<file path="src/rtl/pcer_pkg.sv">
package pcer_pkg;

   localparam logic [7:0] CHR_CR    = 8'h0d;
   localparam logic [7:0] CHR_BANG  = 8'h21;
   localparam logic [7:0] CHR_ZERO  = 8'h30;

   // echo buffer geometry
   localparam int         BUF_DEPTH = 16;
   localparam int         IDX_W     = 6;
   localparam int         CNT_W     = 5;

   // numeric error codes
   localparam logic [3:0] CODE_BAD_CHAN = 4'h1;
   localparam logic [3:0] CODE_SYNTAX   = 4'h3;
   localparam logic [3:0] CODE_UNSUIT   = 4'h4;
   localparam logic [3:0] CODE_LINE     = 4'h9;

   // address select command is bang plus two hex digits
   localparam logic [CNT_W-1:0] ADDR_CMD_LEN = 5'h03;
   localparam logic [7:0]       ADDR_NONE    = 8'h00;

   // text messages, right justified in a fixed width vector
   localparam int         STR_W       = 8 * 44;
   localparam logic [STR_W-1:0] STR_UNREC   = "Error, Unrecognized Command: ";
   localparam logic [STR_W-1:0] STR_PARTIAL = "Error, Command not fully recognized: ";
   localparam logic [STR_W-1:0] STR_ADDR    = "Error, Address command must be CR terminated";
   localparam logic [IDX_W-1:0] LEN_UNREC   = 6'h1d;
   localparam logic [IDX_W-1:0] LEN_PARTIAL = 6'h25;
   localparam logic [IDX_W-1:0] LEN_ADDR    = 6'h2c;
   localparam logic [IDX_W-1:0] LEN_CODE    = 6'h01;

   typedef enum logic [2:0] {
      VRD_OK,
      VRD_BAD_CHAN,
      VRD_SYNTAX,
      VRD_UNSUIT,
      VRD_UNREC,
      VRD_PARTIAL
   } pcer_verdict_t;

   typedef enum logic [2:0] {
      MSG_NONE,
      MSG_CODE,
      MSG_UNREC,
      MSG_PARTIAL,
      MSG_ADDR
   } pcer_msg_t;

   typedef struct packed {
      logic       valid;
      logic [7:0] data;
      logic       parity_err;
      logic       framing_err;
   } pcer_rx_t;

   typedef struct packed {
      logic          valid;
      pcer_verdict_t verdict;
   } pcer_vrd_t;

   typedef struct packed {
      logic       valid;
      logic [7:0] data;
   } pcer_tx_t;

endpackage : pcer_pkg

</file>
<file path="src/rtl/pcer_msg_rom.sv">
`timescale 1ns/1ps
`default_nettype none

module pcer_msg_rom
   import pcer_pkg::*;
(
   input  wire pcer_msg_t        kind_in,  // message selected
   input  wire logic [IDX_W-1:0] idx_in,   // character index
   input  wire logic [3:0]       code_in,  // numeric code
   output logic [7:0]            chr_out,  // character at index
   output logic [IDX_W-1:0]      len_out   // text length
);

   function automatic logic [7:0] pick(input logic [STR_W-1:0] s,
                                       input logic [IDX_W-1:0] len,
                                       input logic [IDX_W-1:0] idx);
      logic [IDX_W-1:0] pos;
      pos = len - idx - 6'h01;
      return s[{pos, 3'h0} +: 8];
   endfunction : pick

   wire logic [7:0] code_chr = CHR_ZERO + {4'h0, code_in};

   assign chr_out = (kind_in == MSG_CODE)    ? code_chr :
                    (kind_in == MSG_UNREC)   ? pick(STR_UNREC, LEN_UNREC, idx_in) :
                    (kind_in == MSG_PARTIAL) ? pick(STR_PARTIAL, LEN_PARTIAL, idx_in) :
                    (kind_in == MSG_ADDR)    ? pick(STR_ADDR, LEN_ADDR, idx_in) :
                    CHR_CR;
   assign len_out = (kind_in == MSG_CODE)    ? LEN_CODE :
                    (kind_in == MSG_UNREC)   ? LEN_UNREC :
                    (kind_in == MSG_PARTIAL) ? LEN_PARTIAL :
                    (kind_in == MSG_ADDR)    ? LEN_ADDR :
                    6'h00;

endmodule : pcer_msg_rom

`default_nettype wire

</file>
<file path="src/rtl/pcer_reporter.sv">
`timescale 1ns/1ps
`default_nettype none

module pcer_reporter
   import pcer_pkg::*;
(
   input  wire logic       core_clk_in,  // 40 MHz clock
   input  wire logic       rst_in,       // sync reset, high
   input  wire pcer_rx_t   rx_in,        // received characters
   input  wire logic [7:0] pod_addr_in,  // own address, 00 = none
   output pcer_tx_t        cmd_req_out,  // command ready for handlers
   input  wire pcer_vrd_t  verdict_in,   // handler verdict
   output pcer_tx_t        tx_out,       // reply characters
   input  wire logic       tx_ready_in,  // transmitter takes char
   output logic            tx_oe_n_out,  // driver enable, low drives
   output logic            selected_out  // unit is selected
);

   typedef enum logic [2:0] {
      ST_COLLECT,
      ST_WAIT_VERDICT,
      ST_TEXT,
      ST_ECHO,
      ST_CR
   } pcer_state_t;

   function automatic logic [4:0] hex_val(input logic [7:0] c);
      if (c >= 8'h30 && c <= 8'h39) begin
         return {1'b1, c[3:0]};
      end else if ((c >= 8'h41 && c <= 8'h46) ||
                   (c >= 8'h61 && c <= 8'h66)) begin
         return {1'b1, c[3:0] + 4'h9};
      end
      return 5'h00;
   endfunction : hex_val

   pcer_state_t      state_reg, state_next;
   pcer_msg_t        msg_reg, msg_next;
   logic [3:0]       code_reg, code_next;
   logic [IDX_W-1:0] idx_reg, idx_next;
   logic [CNT_W-1:0] cnt_reg;
   logic [7:0]       buf_reg [BUF_DEPTH];
   logic             fault_reg;
   logic             sel_reg, sel_next;
   logic             req_reg;
   logic [7:0]       tx_data_reg;
   logic             drive_reg;

   wire logic        tx_take   = drive_reg && tx_ready_in;
   wire logic        rx_char   = rx_in.valid && (state_reg == ST_COLLECT);
   wire logic        rx_bad    = rx_in.parity_err || rx_in.framing_err;
   wire logic        rx_cr     = rx_char && (rx_in.data == CHR_CR);
   wire logic        fault_now = fault_reg || (rx_char && rx_bad);
   wire logic        is_addr   = (cnt_reg != 5'h00) && (buf_reg[0] == CHR_BANG);
   wire logic [4:0]  hex_hi    = hex_val(buf_reg[1]);
   wire logic [4:0]  hex_lo    = hex_val(buf_reg[2]);
   // both digits must have arrived; stale chars would pass otherwise
   wire logic        addr_hex  = hex_hi[4] && hex_lo[4] &&
                                 (cnt_reg >= ADDR_CMD_LEN);
   wire logic [7:0]  addr_val  = {hex_hi[3:0], hex_lo[3:0]};
   wire logic        addr_mine = addr_hex && (addr_val == pod_addr_in);
   // non-addressed mode answers everything except address selects with two hex digits
   wire logic        answering = sel_reg || (pod_addr_in == ADDR_NONE);
   wire logic        buf_room  = cnt_reg < CNT_W'(BUF_DEPTH);

   logic [7:0]       rom_chr;
   logic [IDX_W-1:0] msg_len;

   pcer_msg_rom u_rom (
      .kind_in (msg_next),
      .idx_in  (idx_next),
      .code_in (code_next),
      .chr_out (rom_chr),
      .len_out ()
   );

   // length of the message currently being sent
   pcer_msg_rom u_len (
      .kind_in (msg_reg),
      .idx_in  (6'h00),
      .code_in (code_reg),
      .chr_out (),
      .len_out (msg_len)
   );

   wire logic echo_wanted = (msg_reg == MSG_UNREC) ||
                            (msg_reg == MSG_PARTIAL);
   wire logic text_last   = (idx_reg + 6'h01) == msg_len;
   wire logic echo_last   = (idx_reg + 6'h01) == {1'b0, cnt_reg};
   wire logic [7:0] echo_chr    = buf_reg[idx_next[3:0]];

   wire logic [7:0] chr_next = (state_next == ST_TEXT) ? rom_chr :
                               (state_next == ST_ECHO) ? echo_chr :
                               CHR_CR;

   always_comb begin
      state_next = state_reg;
      msg_next   = msg_reg;
      code_next  = code_reg;
      idx_next   = idx_reg;
      sel_next   = sel_reg;
      case (state_reg)
         ST_COLLECT: begin
            if (rx_cr) begin
               idx_next = 6'h00;
               if (is_addr && addr_hex) begin
                  sel_next = addr_mine;
                  if (addr_mine && cnt_reg != ADDR_CMD_LEN) begin
                     msg_next   = MSG_ADDR;
                     state_next = ST_TEXT;
                  end else if (addr_mine && fault_now) begin
                     msg_next   = MSG_CODE;
                     code_next  = CODE_LINE;
                     state_next = ST_TEXT;
                  end
               end else if (!answering) begin
                  state_next = ST_COLLECT;
               end else if (fault_now) begin
                  msg_next   = MSG_CODE;
                  code_next  = CODE_LINE;
                  state_next = ST_TEXT;
               end else if (is_addr) begin
                  msg_next   = MSG_CODE;
                  code_next  = CODE_SYNTAX;
                  state_next = ST_TEXT;
               end else begin
                  state_next = ST_WAIT_VERDICT;
               end
            end
         end
         ST_WAIT_VERDICT: begin
            if (verdict_in.valid) begin
               idx_next   = 6'h00;
               state_next = ST_TEXT;
               msg_next   = MSG_CODE;
               case (verdict_in.verdict)
                  VRD_BAD_CHAN: code_next = CODE_BAD_CHAN;
                  VRD_SYNTAX:   code_next = CODE_SYNTAX;
                  VRD_UNSUIT:   code_next = CODE_UNSUIT;
                  VRD_UNREC:    msg_next  = MSG_UNREC;
                  VRD_PARTIAL:  msg_next  = MSG_PARTIAL;
                  default: begin
                     // handler sends the normal reply itself
                     msg_next   = MSG_NONE;
                     state_next = ST_COLLECT;
                  end
               endcase
            end
         end
         ST_TEXT: begin
            if (tx_take) begin
               idx_next = idx_reg + 6'h01;
               if (text_last) begin
                  idx_next   = 6'h00;
                  state_next = (echo_wanted && cnt_reg != 5'h00) ?
                               ST_ECHO : ST_CR;
               end
            end
         end
         ST_ECHO: begin
            if (tx_take) begin
               idx_next = idx_reg + 6'h01;
               if (echo_last) begin
                  idx_next   = 6'h00;
                  state_next = ST_CR;
               end
            end
         end
         ST_CR: begin
            if (tx_take) begin
               msg_next   = MSG_NONE;
               state_next = ST_COLLECT;
            end
         end
         default: state_next = ST_COLLECT;
      endcase
   end

   always_ff @(posedge core_clk_in) begin
      if (rst_in) begin
         state_reg <= ST_COLLECT;
         msg_reg   <= MSG_NONE;
         code_reg  <= 4'h0;
         idx_reg   <= 6'h00;
         sel_reg   <= 1'b0;
      end else begin
         state_reg <= state_next;
         msg_reg   <= msg_next;
         code_reg  <= code_next;
         idx_reg   <= idx_next;
         sel_reg   <= sel_next;
      end
   end

   // count survives the CR so the handler and the echo still see it
   wire logic cmd_end = (state_next == ST_COLLECT) &&
                        (rx_cr || (state_reg != ST_COLLECT));

   // command buffer; chars past the depth are dropped from the echo
   always_ff @(posedge core_clk_in) begin
      if (rst_in) begin
         cnt_reg   <= 5'h00;
         fault_reg <= 1'b0;
      end else if (cmd_end) begin
         cnt_reg   <= 5'h00;
         fault_reg <= 1'b0;
      end else if (rx_char) begin
         if (buf_room && !rx_cr) begin
            cnt_reg <= cnt_reg + 5'h01;
         end
         fault_reg <= fault_now;
      end
   end

   always_ff @(posedge core_clk_in) begin
      if (rx_char && !rx_cr && buf_room) begin
         buf_reg[cnt_reg[3:0]] <= rx_in.data;
      end
   end

   // buffer kept until the reply ends, so collection waits meanwhile
   always_ff @(posedge core_clk_in) begin
      if (rst_in) begin
         req_reg     <= 1'b0;
         tx_data_reg <= CHR_CR;
         drive_reg   <= 1'b0;
      end else begin
         req_reg     <= (state_reg == ST_COLLECT) &&
                        (state_next == ST_WAIT_VERDICT);
         tx_data_reg <= chr_next;
         drive_reg   <= (state_next == ST_TEXT) ||
                        (state_next == ST_ECHO) ||
                        (state_next == ST_CR);
      end
   end

   assign cmd_req_out.valid = req_reg;
   assign cmd_req_out.data  = {3'h0, cnt_reg};
   assign tx_out.valid      = drive_reg;
   assign tx_out.data       = tx_data_reg;
   assign tx_oe_n_out       = !drive_reg;
   assign selected_out      = sel_reg;

endmodule : pcer_reporter

`default_nettype wire

</file>
<file path="config.mk">
export PLATFORM = sky130hd
export DESIGN_NAME = pcer_reporter
export DESIGN_NICKNAME = d
export VERILOG_FILES = /design/src/rtl/pcer_pkg.sv /design/src/rtl/pcer_msg_rom.sv /design/src/rtl/pcer_reporter.sv
export SDC_FILE = /design/constraint.sdc
export NUM_CORES = 1
export LEC_CHECK = 0
export BUFFER_PORTS_ARGS = -buffer_cell sky130_fd_sc_hd__buf_2
export CORE_UTILIZATION = 54
export CTS_BUF_LIST = sky130_fd_sc_hd__clkbuf_2 sky130_fd_sc_hd__clkbuf_4 sky130_fd_sc_hd__clkbuf_8
export CTS_CLUSTER_DIAMETER = 50
export CTS_CLUSTER_SIZE = 28
export DETAILED_ROUTE_END_ITERATION = 7
export PLACE_DENSITY = 0.71
export SLEW_MARGIN = 30
export SYNTH_ARGS = -nofsm -noshare
export SYNTH_HDL_FRONTEND = slang
export SYNTH_SLANG_ARGS = --single-unit
</file>
<file path="constraint.sdc">
create_clock -name core_clk_in -period 5.35 [get_ports core_clk_in]
set_input_delay 1.07 -clock core_clk_in [delete_from_list [all_inputs] [get_ports core_clk_in]]
set_output_delay 1.07 -clock core_clk_in [all_outputs]
set_load 0.01 [all_outputs]
</file>
Word-level counts from Yosys, hierarchy flattened
Memories as Yosys holds them, arrays and structs flattened.
Cells that the tools add are included.
{"block": "word_totals", "word_cells": 176, "in_bits": 26, "register_bits": 33, "memories": 1, "ramBits": 128}
{"block": "op_classes", "n_eq_ne": 27, "reduce_logical": 44, "n_lt_le_gt_ge": 14, "muxes": 66, "n_shift": 3, "addsub": 11}
{"memory": "buf_reg", "words": 16, "word_bits": 8, "rd": 4, "rd_ports_with_merged_regs": 0, "wr": 1, "line": "pcer_reporter.sv:42", "source": "logic [7:0] buf_reg [BUF_DEPTH];"}
{"op": "352-bit by 10-bit indexed part select with 8-bit output (first input constant)", "n": 3}
{"op": "3-bit two-way mux", "n": 20}
{"op": "6-bit two-way mux", "n": 10}
{"op": "8-bit two-way mux", "n": 6}
{"op": "8-bit by 7-bit greater-or-equal comparator with 1-bit output (second input constant)", "n": 4}
{"op": "8-bit by 7-bit <= comparator with 1-bit output (second input constant)", "n": 4}
{"op": "4-bit two-way mux", "n": 8}
{"op": "3-bit by 2-bit == test with 1-bit output (second input constant)", "n": 10}
{"op": "5-bit two-way mux", "n": 6}
{"op": "6-bit case mux with 4 select lines", "n": 1}
{"op": "1-bit logical AND", "n": 23}
{"op": "3-bit == test (second input constant)", "n": 6}
{"op": "6-bit by 1-bit subtractor with 6-bit output (second input constant)", "n": 3}
{"op": "8-bit by 6-bit greater-or-equal comparator with 1-bit output (second input constant)", "n": 2}
{"op": "8-bit by 6-bit <= comparator with 1-bit output (second input constant)", "n": 2}
{"op": "3-bit by 1-bit == test with 1-bit output (second input constant)", "n": 5}
{"op": "3-bit case mux with 5 select lines", "n": 1}
{"op": "4-bit case mux with 3 select lines", "n": 1}
{"op": "6-bit subtractor (first input constant)", "n": 2}
{"op": "1-bit logical OR", "n": 9}
{"op": "3-bit case mux with 3 select lines", "n": 1}
{"op": "4-bit adder (second input constant)", "n": 2}
{"op": "8-bit by 4-bit == test with 1-bit output (second input constant)", "n": 1}
{"op": "8-bit by 6-bit == test with 1-bit output (second input constant)", "n": 1}
{"op": "other kinds (24)", "n": 34}

Longest topological paths before layout
Gate-level depths: netlist of the first run.
An unclocked memory read counts as a cell.
{"block": "depth", "depth_word": 22, "ltp_mapped": 20}

Cells and area by module
From an unflattened synthesis of the first run, not the netlist that was laid out.
{"block": "hier_totals", "hier_cells": 1271, "hier_area_um2": 11619.9}
{"module": "pcer_reporter", "seq_area_each_um2": 4504.3, "cells_each": 675, "n_inst": 1, "area_per_inst_um2": 7661.1}
{"module": "pcer_msg_rom", "seq_area_each_um2": 0.0, "cells_each": 298, "n_inst": 2, "area_per_inst_um2": 1979.4}

Worst setup path after synthesis of the first run
Ideal clock, no wire load.
{"block": "synth_timing", "kind": "input to register", "from": "input port rx_in[7] (netlist bit)", "to": "register tx_data_reg[6]", "t_arrival_ps": 4862, "slack_ps": 356, "required_time_ps": 5218, "stages": 18, "n_path_buf": 6, "cell_sequence": "nor4_1 > and4_1 > buf_4 > nor3_1 > a22o_1 > inv_2 > buf_2 > buf_1 > clkbuf_1 > ha_1 > inv_1 > ha_1 > clkbuf_1 > clkbuf_1 > o311ai_0 > o311ai_0 > o2111ai_1 > o311ai_1"}
{"block": "synth_between", "elab_chain_len": 12}
{"item": "start: declaration", "line": "pcer_reporter.sv:9", "source": "input wire pcer_rx_t rx_in,"}
{"item": "8-bit by 4-bit == test with 1-bit output *", "line": "pcer_reporter.sv:52", "source": "wire logic rx_cr = rx_char && (rx_in.data == CHR_CR);"}
{"item": "1-bit logical AND *", "line": "pcer_reporter.sv:52"}
{"item": "6-bit two-way mux", "line": "pcer_reporter.sv:104", "source": "if (rx_cr) begin"}
{"item": "6-bit case mux with 4 select lines", "line": "pcer_reporter.sv:102", "source": "case (state_reg)"}
{"item": "6-bit subtractor", "line": "pcer_msg_rom.sv:18", "source": "pos = len - idx - 6'h01;"}
{"item": "6-bit by 1-bit subtractor with 6-bit output", "line": "pcer_msg_rom.sv:18"}
{"item": "352-bit by 10-bit indexed part select with 8-bit output", "line": "pcer_msg_rom.sv:19", "source": "return s[{pos, 3'h0} +: 8];"}
{"item": "8-bit two-way mux", "line": "pcer_msg_rom.sv:27", "source": "(kind_in == MSG_ADDR) ? pick(STR_ADDR, LEN_ADDR, idx_in) :"}
{"item": "8-bit two-way mux", "line": "pcer_msg_rom.sv:26", "source": "(kind_in == MSG_PARTIAL) ? pick(STR_PARTIAL, LEN_PARTIAL, idx_in) :"}
{"item": "8-bit two-way mux", "line": "pcer_msg_rom.sv:25", "source": "(kind_in == MSG_UNREC) ? pick(STR_UNREC, LEN_UNREC, idx_in) :"}
{"item": "8-bit two-way mux", "line": "pcer_msg_rom.sv:24", "source": "assign chr_out = (kind_in == MSG_CODE) ? code_chr :"}
{"item": "8-bit two-way mux *", "line": "pcer_reporter.sv:92", "source": "wire logic [7:0] chr_next = (state_next == ST_TEXT) ? rom_chr :"}
{"item": "end signal: assignment", "line": "pcer_reporter.sv:230", "source": "tx_data_reg <= chr_next;"}
{"item": "end: declaration", "line": "pcer_reporter.sv:46", "source": "logic [7:0] tx_data_reg;"}
Every way passes the cells marked *; elsewhere a longest branch is shown, timed or not.
A chain may end at the register's enable or synchronous reset.

Worst setup path in the final report of the first run
{"block": "layout_timing", "from": "input port rx_in[8] (netlist bit)", "to": "register tx_data_reg[4]"}
Same word-level chain as after synthesis.

==> impl_metrics.py, run 1 <==
metrics = {
    "global_routing": {
        "grt_pass1_vias": 8128,
        "grt_pass1_wl_mm": 46.1,
        "antenna_found_initial": 0,
        "grt_start_max_net_pins": 70,
        "grt_use_total": 0.333,
        "grt_overflow": 0,
    },
    "sta": {
        "rsz0062_at_grt": "no",
        "timing.fmax_mhz": 196,
        "hold_ws_ps": 489,
        "setup_viol": 0,
        "fin_skew_ps": 18.3,
        "finalCriticalPeriod_ps": 5100,
        "period_share": 0.953,
        "slew_headroom": 0.301,
        "hold_violations": 0,
        "worst-slew-pin-transition_ps": 1040,
        "finalMaxSlewViolations": 0,
    },
    "clock_tree": {
        "cts_tree": "done",
        "clk_pin_slew_ps": 110,
        "clkLatencyLatePin_ps": 470,
        "cts.sink_count": 161,
        "ctsResizeCount": 0,
        "cts_hold_buf": 0,
        "cts_root_buffer": "clkbuf_8",
        "post_cts_buffers": 0,
        "cts_inserted_buffers": 17,
        "cts_buffer_depth": 2,
        "cts_max_level": 4,
    },
    "logic_synthesis": {
        "synth.most_common_cell": "nand2_1",
        "yosys.area.top_type": "edfxtp_1",
        "ys_seq_area_frac": 0.453,
        "netlist_area_um2": 9940,
        "avgSynthCellArea_um2": 9.43,
        "synth-edff-count": 128,
        "syn_inst": 1054,
        "synth-async-reset-ratio": 0,
        "ys_ff_latch": 161,
        "synth-warning-count": 0,
        "yosys.area.top_type_share": 0.387,
        "synth_area_leaders": "edfxtp_1, dfxtp_1, nand2_1, ha_1, nand3_1",
        "synth_ff_type": "edfxtp_1",
        "synth_cell_types": 90,
        "ys_top_cells_by_count": "nand2_1, edfxtp_1, nor2_1",
    },
    "die": {
        "num_rows": 49,
        "start_util": 0.552,
        "core_um2": 18000,
        "die_area_um2": 19000,
        "io_pins": 46,
        "fp.dieH_um": 138,
        "dieWidth_um": 138,
    },
    "final_layout": {
        "antenna_cells": 0,
        "drive_gt1_frac": 0.136,
        "finalNonFillerCells": 1325,
        "syn_to_final_growth_pct": 9.00,
        "largest_reg_flops": 128,
        "layout.nets": 1136,
    },
    "routing": {
        "num_vias": 8786,
        "avgRoutedWirePerCell_um": 22.8,
        "dr.pass1.iters": 6,
        "first_iter_violations": 949,
        "drc": 0,
        "ant_nets": 0,
        "wirelength_mm": 30.2,
        "viasPerCell": 6.63,
    },
    "status": {
        "outcome": "completed",
    },
    "power_and_ir_drop": {
        "power.leakage_nw": 3.96,
        "pwr-share-clk": 0.393,
        "vdd_drop_max_v": 0.000297,
        "comb_power_share": 0.047,
        "seqPwrFrac": 0.560,
        "swShare": 0.257,
        "p_sw_mw": 0.633,
        "power_density_nw_per_um2": 227,
        "p_int_mw": 1.83,
    },
    "place": {
        "placed_cells": 1293,
        "place.gp.congestion": 1.01,
        "dp_hpwl_mm": 21.0,
        "port_buffers": 42,
    },
    "worst_setup_path": {
        "path_class": "input port to flip-flop",
        "cp.arrival_ps": 5450,
        "path_cells": "buf_2 > nor4_1 > and4_1 > a211oi_1 > o21a_1 > a221o_1 > o221ai_4 > inv_2 > ha_1 > a21oi_1 > xor2_1 > buf_4 > or3_1 > nand4_1 > a211oi_1 > a311oi_1 > a41oi_1",
        "cpPeakStageDelay_ps": 820,
        "end_kind": "flip-flop",
        "crit_path_start_kind": "input port",
        "critPathSlowestCell": "nor4_1",
        "r2r_cells": 14,
        "cpMostUsedCell": "a211oi_1",
        "cp_data_required_time_ps": 5700,
        "crit_fanout": 17,
    },
    "run": {
        "maxCapViolCount": 0,
    },
    "min_path": {
        "hp-class": "flip-flop to flip-flop",
        "min_path_cells": 2,
    },
}
## through the flow
step	setup slack (ps)	power, mW	cell area, um^2	util	TNS, ps
2_1_floorplan	356	1.46	9950	-	0
4_1_cts	325	2.46	10800	0.601	0
6_report	251	2.46	10800	0.601	0
3_3_place_gp	-32.0	1.52	10400	0.578	-42.2
5_1_grt	51.8	2.51	10800	0.601	0
3_5_place_dp	-156	1.52	10400	0.578	-476
## power groups by stage
stage               clock network (mW)  registers, mW  logic [mW]
detailed placement                   0           1.41       0.115
finish                           0.967           1.38       0.117
global placement                     0           1.41       0.113
CTS                              0.966           1.38       0.115
global route                      1.01           1.38       0.126
floorplan                            0           1.40      0.0581
## kinds of logic after synthesis
family          share of synthesized area
flops                               0.453
compound gates                      0.194
simple gates                        0.230
mux                               0.00818
buf+inv                            0.0450
xor+xnor                           0.0354
fa+ha+maj                          0.0340
other cells                      0.000377
## layer usage
layer | part of all wire | wire, um | GRT usage
met1 | 0.42 | 12600 | 0.451
met2 | 0.46 | 13800 | 0.526
met3 | 0.086 | 2580 | 0.0552
met4 | 0.040 | 1220 | 0.145
met5 | 0 | 0 | 0
## cells in the final DEF (no fill, tap or decap), drive strengths merged, types with 8 or more instances in the layout
cell and n:
a211oi 14, a21oi 44, a311oi 32, a31oi 16
a41oi 8, and2 8, and3 26, and4 8
and4b 10, buf 82, clkbuf 20, dfxtp 33
edfxtp 128, ha 27, inv 34, nand2 177
nand2b 12, nand3 60, nand4 8, nor2 65
nor2b 10, nor3 31, o211ai 11, o21a 11
o21ai 46, o221ai 8, or3 12, xnor2 22
xor2 13
## cell type report
cell class / count / area, um^2
fill: 1574 / 7190
inverter: 26 / 97.6
timing repair buffer: 82 / 536
tap: 229 / 287
sequential: 161 / 4500
multi-input combinational: 795 / 5000
clock inverter: 12 / 136
clock buffer: 20 / 275
## final timing paths
path,start,to,slack [ps]
worst max register to register,idx_reg[0],tx_data_reg[4],660
worst min register to register,selected_out,selected_out,490
worst min-delay path,selected_out,selected_out,490
worst max-delay path,rx_in[8],tx_data_reg[4],250
## worst max-delay path, delay by kind of cell
kind	cells	cell delay, ps
AND/OR/NAND/NOR	4	1740
buffers and inverters	3	610
AO/OA/AOI/OAI	8	1700
XOR/XNOR	1	110
adder cells (fa/ha/maj)	1	230
Note: power is estimated with default switching activity, not from simulation.
==> run 2, diff against run 1 <==
--- a/config.mk
+++ b/config.mk
@@ -7,10 +7,10 @@
 export LEC_CHECK = 0
 export BUFFER_PORTS_ARGS = -buffer_cell sky130_fd_sc_hd__buf_2
 export CORE_UTILIZATION = 54
-export CTS_BUF_LIST = sky130_fd_sc_hd__clkbuf_2 sky130_fd_sc_hd__clkbuf_4 sky130_fd_sc_hd__clkbuf_8
 export CTS_CLUSTER_DIAMETER = 50
 export CTS_CLUSTER_SIZE = 28
 export DETAILED_ROUTE_END_ITERATION = 7
+export MAX_ROUTING_LAYER = met4
 export PLACE_DENSITY = 0.71
 export SLEW_MARGIN = 30
 export SYNTH_ARGS = -nofsm -noshare
==> run 2 against run 1 <==
Setup slack improved by 130 ps; total power increased by 12%; fmax increased by 2.6%; cell count increased by 0.15%; critical path depth decreased by 1; critical endpoint is now tx_data_reg[3]; clock-buffer cell count decreased by 2; largest power group unchanged.
==> impl_metrics.py, run 2 (same netlist as run 1, synthesis figures left out) <==
metrics = {
    "status": {
        "outcome": "completed",
    },
    "clock_tree": {
        "cts_inserted_buffers": 17,
        "clkLatencyLatePin_ps": 430,
        "ctsResizeCount": 0,
        "cts_tree": "done",
        "cts.sink_count": 161,
        "cts_max_level": 4,
        "post_cts_buffers": 0,
        "clk_pin_slew_ps": 70,
        "cts_root_buffer": "clkbuf_16",
        "cts_hold_buf": 0,
        "cts_buffer_depth": 2,
    },
    "sta": {
        "hold_ws_ps": 489,
        "tns_ps": 0,
        "finalCriticalPeriod_ps": 4970,
        "finalMaxSlewViolations": 0,
        "rsz0062_at_grt": "no",
        "hold_violations": 0,
        "worst-slew-pin-transition_ps": 808,
        "fin_ws_ps": 381,
        "period_share": 0.929,
        "setup_viol": 0,
        "slew_headroom": 0.460,
        "timing.fmax_mhz": 201,
        "fin_skew_ps": 13.5,
    },
    "routing": {
        "met3_wirelength_mm": 2.38,
        "dr.pass1.iters": 5,
        "drc": 0,
        "wirelength_mm": 30.6,
        "num_vias": 8769,
        "avgRoutedWirePerCell_um": 23.0,
        "ant_nets": 0,
        "routed.top_layer": "met4",
        "met2_length_mm": 14.2,
        "viasPerCell": 6.61,
        "wl_met1_mm": 12.9,
        "first_iter_violations": 1096,
    },
    "min_path": {
        "hp-class": "flip-flop to flip-flop",
        "min_to": "selected_out",
        "min_path_cells": 2,
        "worstHoldStart": "selected_out",
    },
    "global_routing": {
        "antenna_found_initial": 0,
        "grt_pass1_wl_mm": 46.9,
        "grt_overflow": 0,
        "grt_pass1_vias": 7961,
        "grt_start_max_net_pins": 47,
        "grt_use_total": 0.346,
    },
    "die": {
        "num_rows": 49,
        "die_area_um2": 19000,
        "start_util": 0.552,
        "dieWidth_um": 138,
        "core_um2": 18000,
        "fp.dieH_um": 138,
        "io_pins": 46,
    },
    "worst_setup_path": {
        "critPathTopFamily": "compound AO/OA/AOI/OAI gates",
        "path_cells": "buf_2 > nor4_2 > and4_1 > a211oi_1 > o21a_1 > a221o_1 > o221ai_4 > buf_4 > ha_1 > inv_1 > nor2_1 > a22o_1 > a211oi_1 > a311oi_1 > a31oi_1 > o221ai_1",
        "r2r_cells": 16,
        "r2r-end": "tx_data_reg[3]",
        "crit_path_start_kind": "input port",
        "crit_fanout": 44,
        "path_class": "input port to flip-flop",
        "timing.rr.start": "idx_reg[0]",
        "critPathSlowestCell": "nor4_2",
        "cp.buffers_inverters": 3,
        "cp.arrival_ps": 5320,
        "cpMostUsedCell": "a211oi_1",
        "end_kind": "flip-flop",
        "cp_data_required_time_ps": 5700,
        "rrSetupSlack_ps": 570,
        "cpPeakStageDelay_ps": 610,
    },
    "place": {
        "placedInstanceArea_um2": 10400,
        "dp_hpwl_mm": 21.2,
        "placed_cells": 1295,
        "place.gp.congestion": 0.979,
        "port_buffers": 42,
        "detailedPlace.worstSlack_ps": 10.0,
    },
    "power_and_ir_drop": {
        "vdd_drop_max_v": 0.000341,
        "power.leakage_nw": 4.06,
        "power_density_nw_per_um2": 250,
        "power_mw": 2.76,
    },
    "final_layout": {
        "finalNonFillerCells": 1327,
        "utilization": 0.612,
        "layout.nets": 1138,
        "fillers": 1549,
        "final_common_cell": "nand2_1",
        "fin_area_um2": 11000,
        "drive_gt1_frac": 0.138,
        "mostFrequentLayoutCells": "nand2_1, edfxtp_1, nor2_1",
        "largest_reg_flops": 128,
        "syn_to_final_growth_pct": 11.0,
        "antenna_cells": 0,
    },
    "run": {
        "maxCapViolCount": 0,
    },
}
## run 2: how the worst max path moves through the flow
stage | start | end | slack [ps] | cells past startpoint
final | rx_in[7] | tx_data_reg[3] | 380 | 16
after global routing | rx_in[7] | tx_data_reg[3] | 160 | 16
after CTS | rx_in[7] | tx_data_reg[3] | 430 | 16
after detailed placement | rx_in[7] | tx_data_reg[3] | 10 | 16
after global placement | rx_in[7] | tx_data_reg[3] | -340 | 16
after floorplan | rx_in[7] | tx_data_reg[6] | 360 | 18
## run 2: per-layer routing
metal  global-route usage  vias up
met4                0.141        0
met3               0.0497       79
li1                     -     4038
met2                0.527      488
met1                0.466     4164
met5                    -        -
## run 2: layout make-up
type | count | area, um^2 | area share
Inverter | 26 | 97.6 | 0.00885
Clock inverter | 14 | 165 | 0.0150
Sequential cell | 161 | 4500 | 0.408
Clock buffer | 18 | 429 | 0.0389
Timing Repair Buffer | 84 | 538 | 0.0488
Multi-Input combinational cell | 795 | 5010 | 0.454
Tap cell | 229 | 287 | 0.0260
## run 2: tightest hold or removal path: stages, from the launching register on
cell	delay (ps)
dfxtp_1	340
nand2_1	60
a21oi_1	50
## run 2: report_power, final
group | internal, mW | switching, mW | total, mW
combinational | 0.0388 | 0.0775 | 0.116
sequential | 1.36 | 0.0144 | 1.38
clock | 0.704 | 0.556 | 1.26
total | 2.11 | 0.648 | 2.76
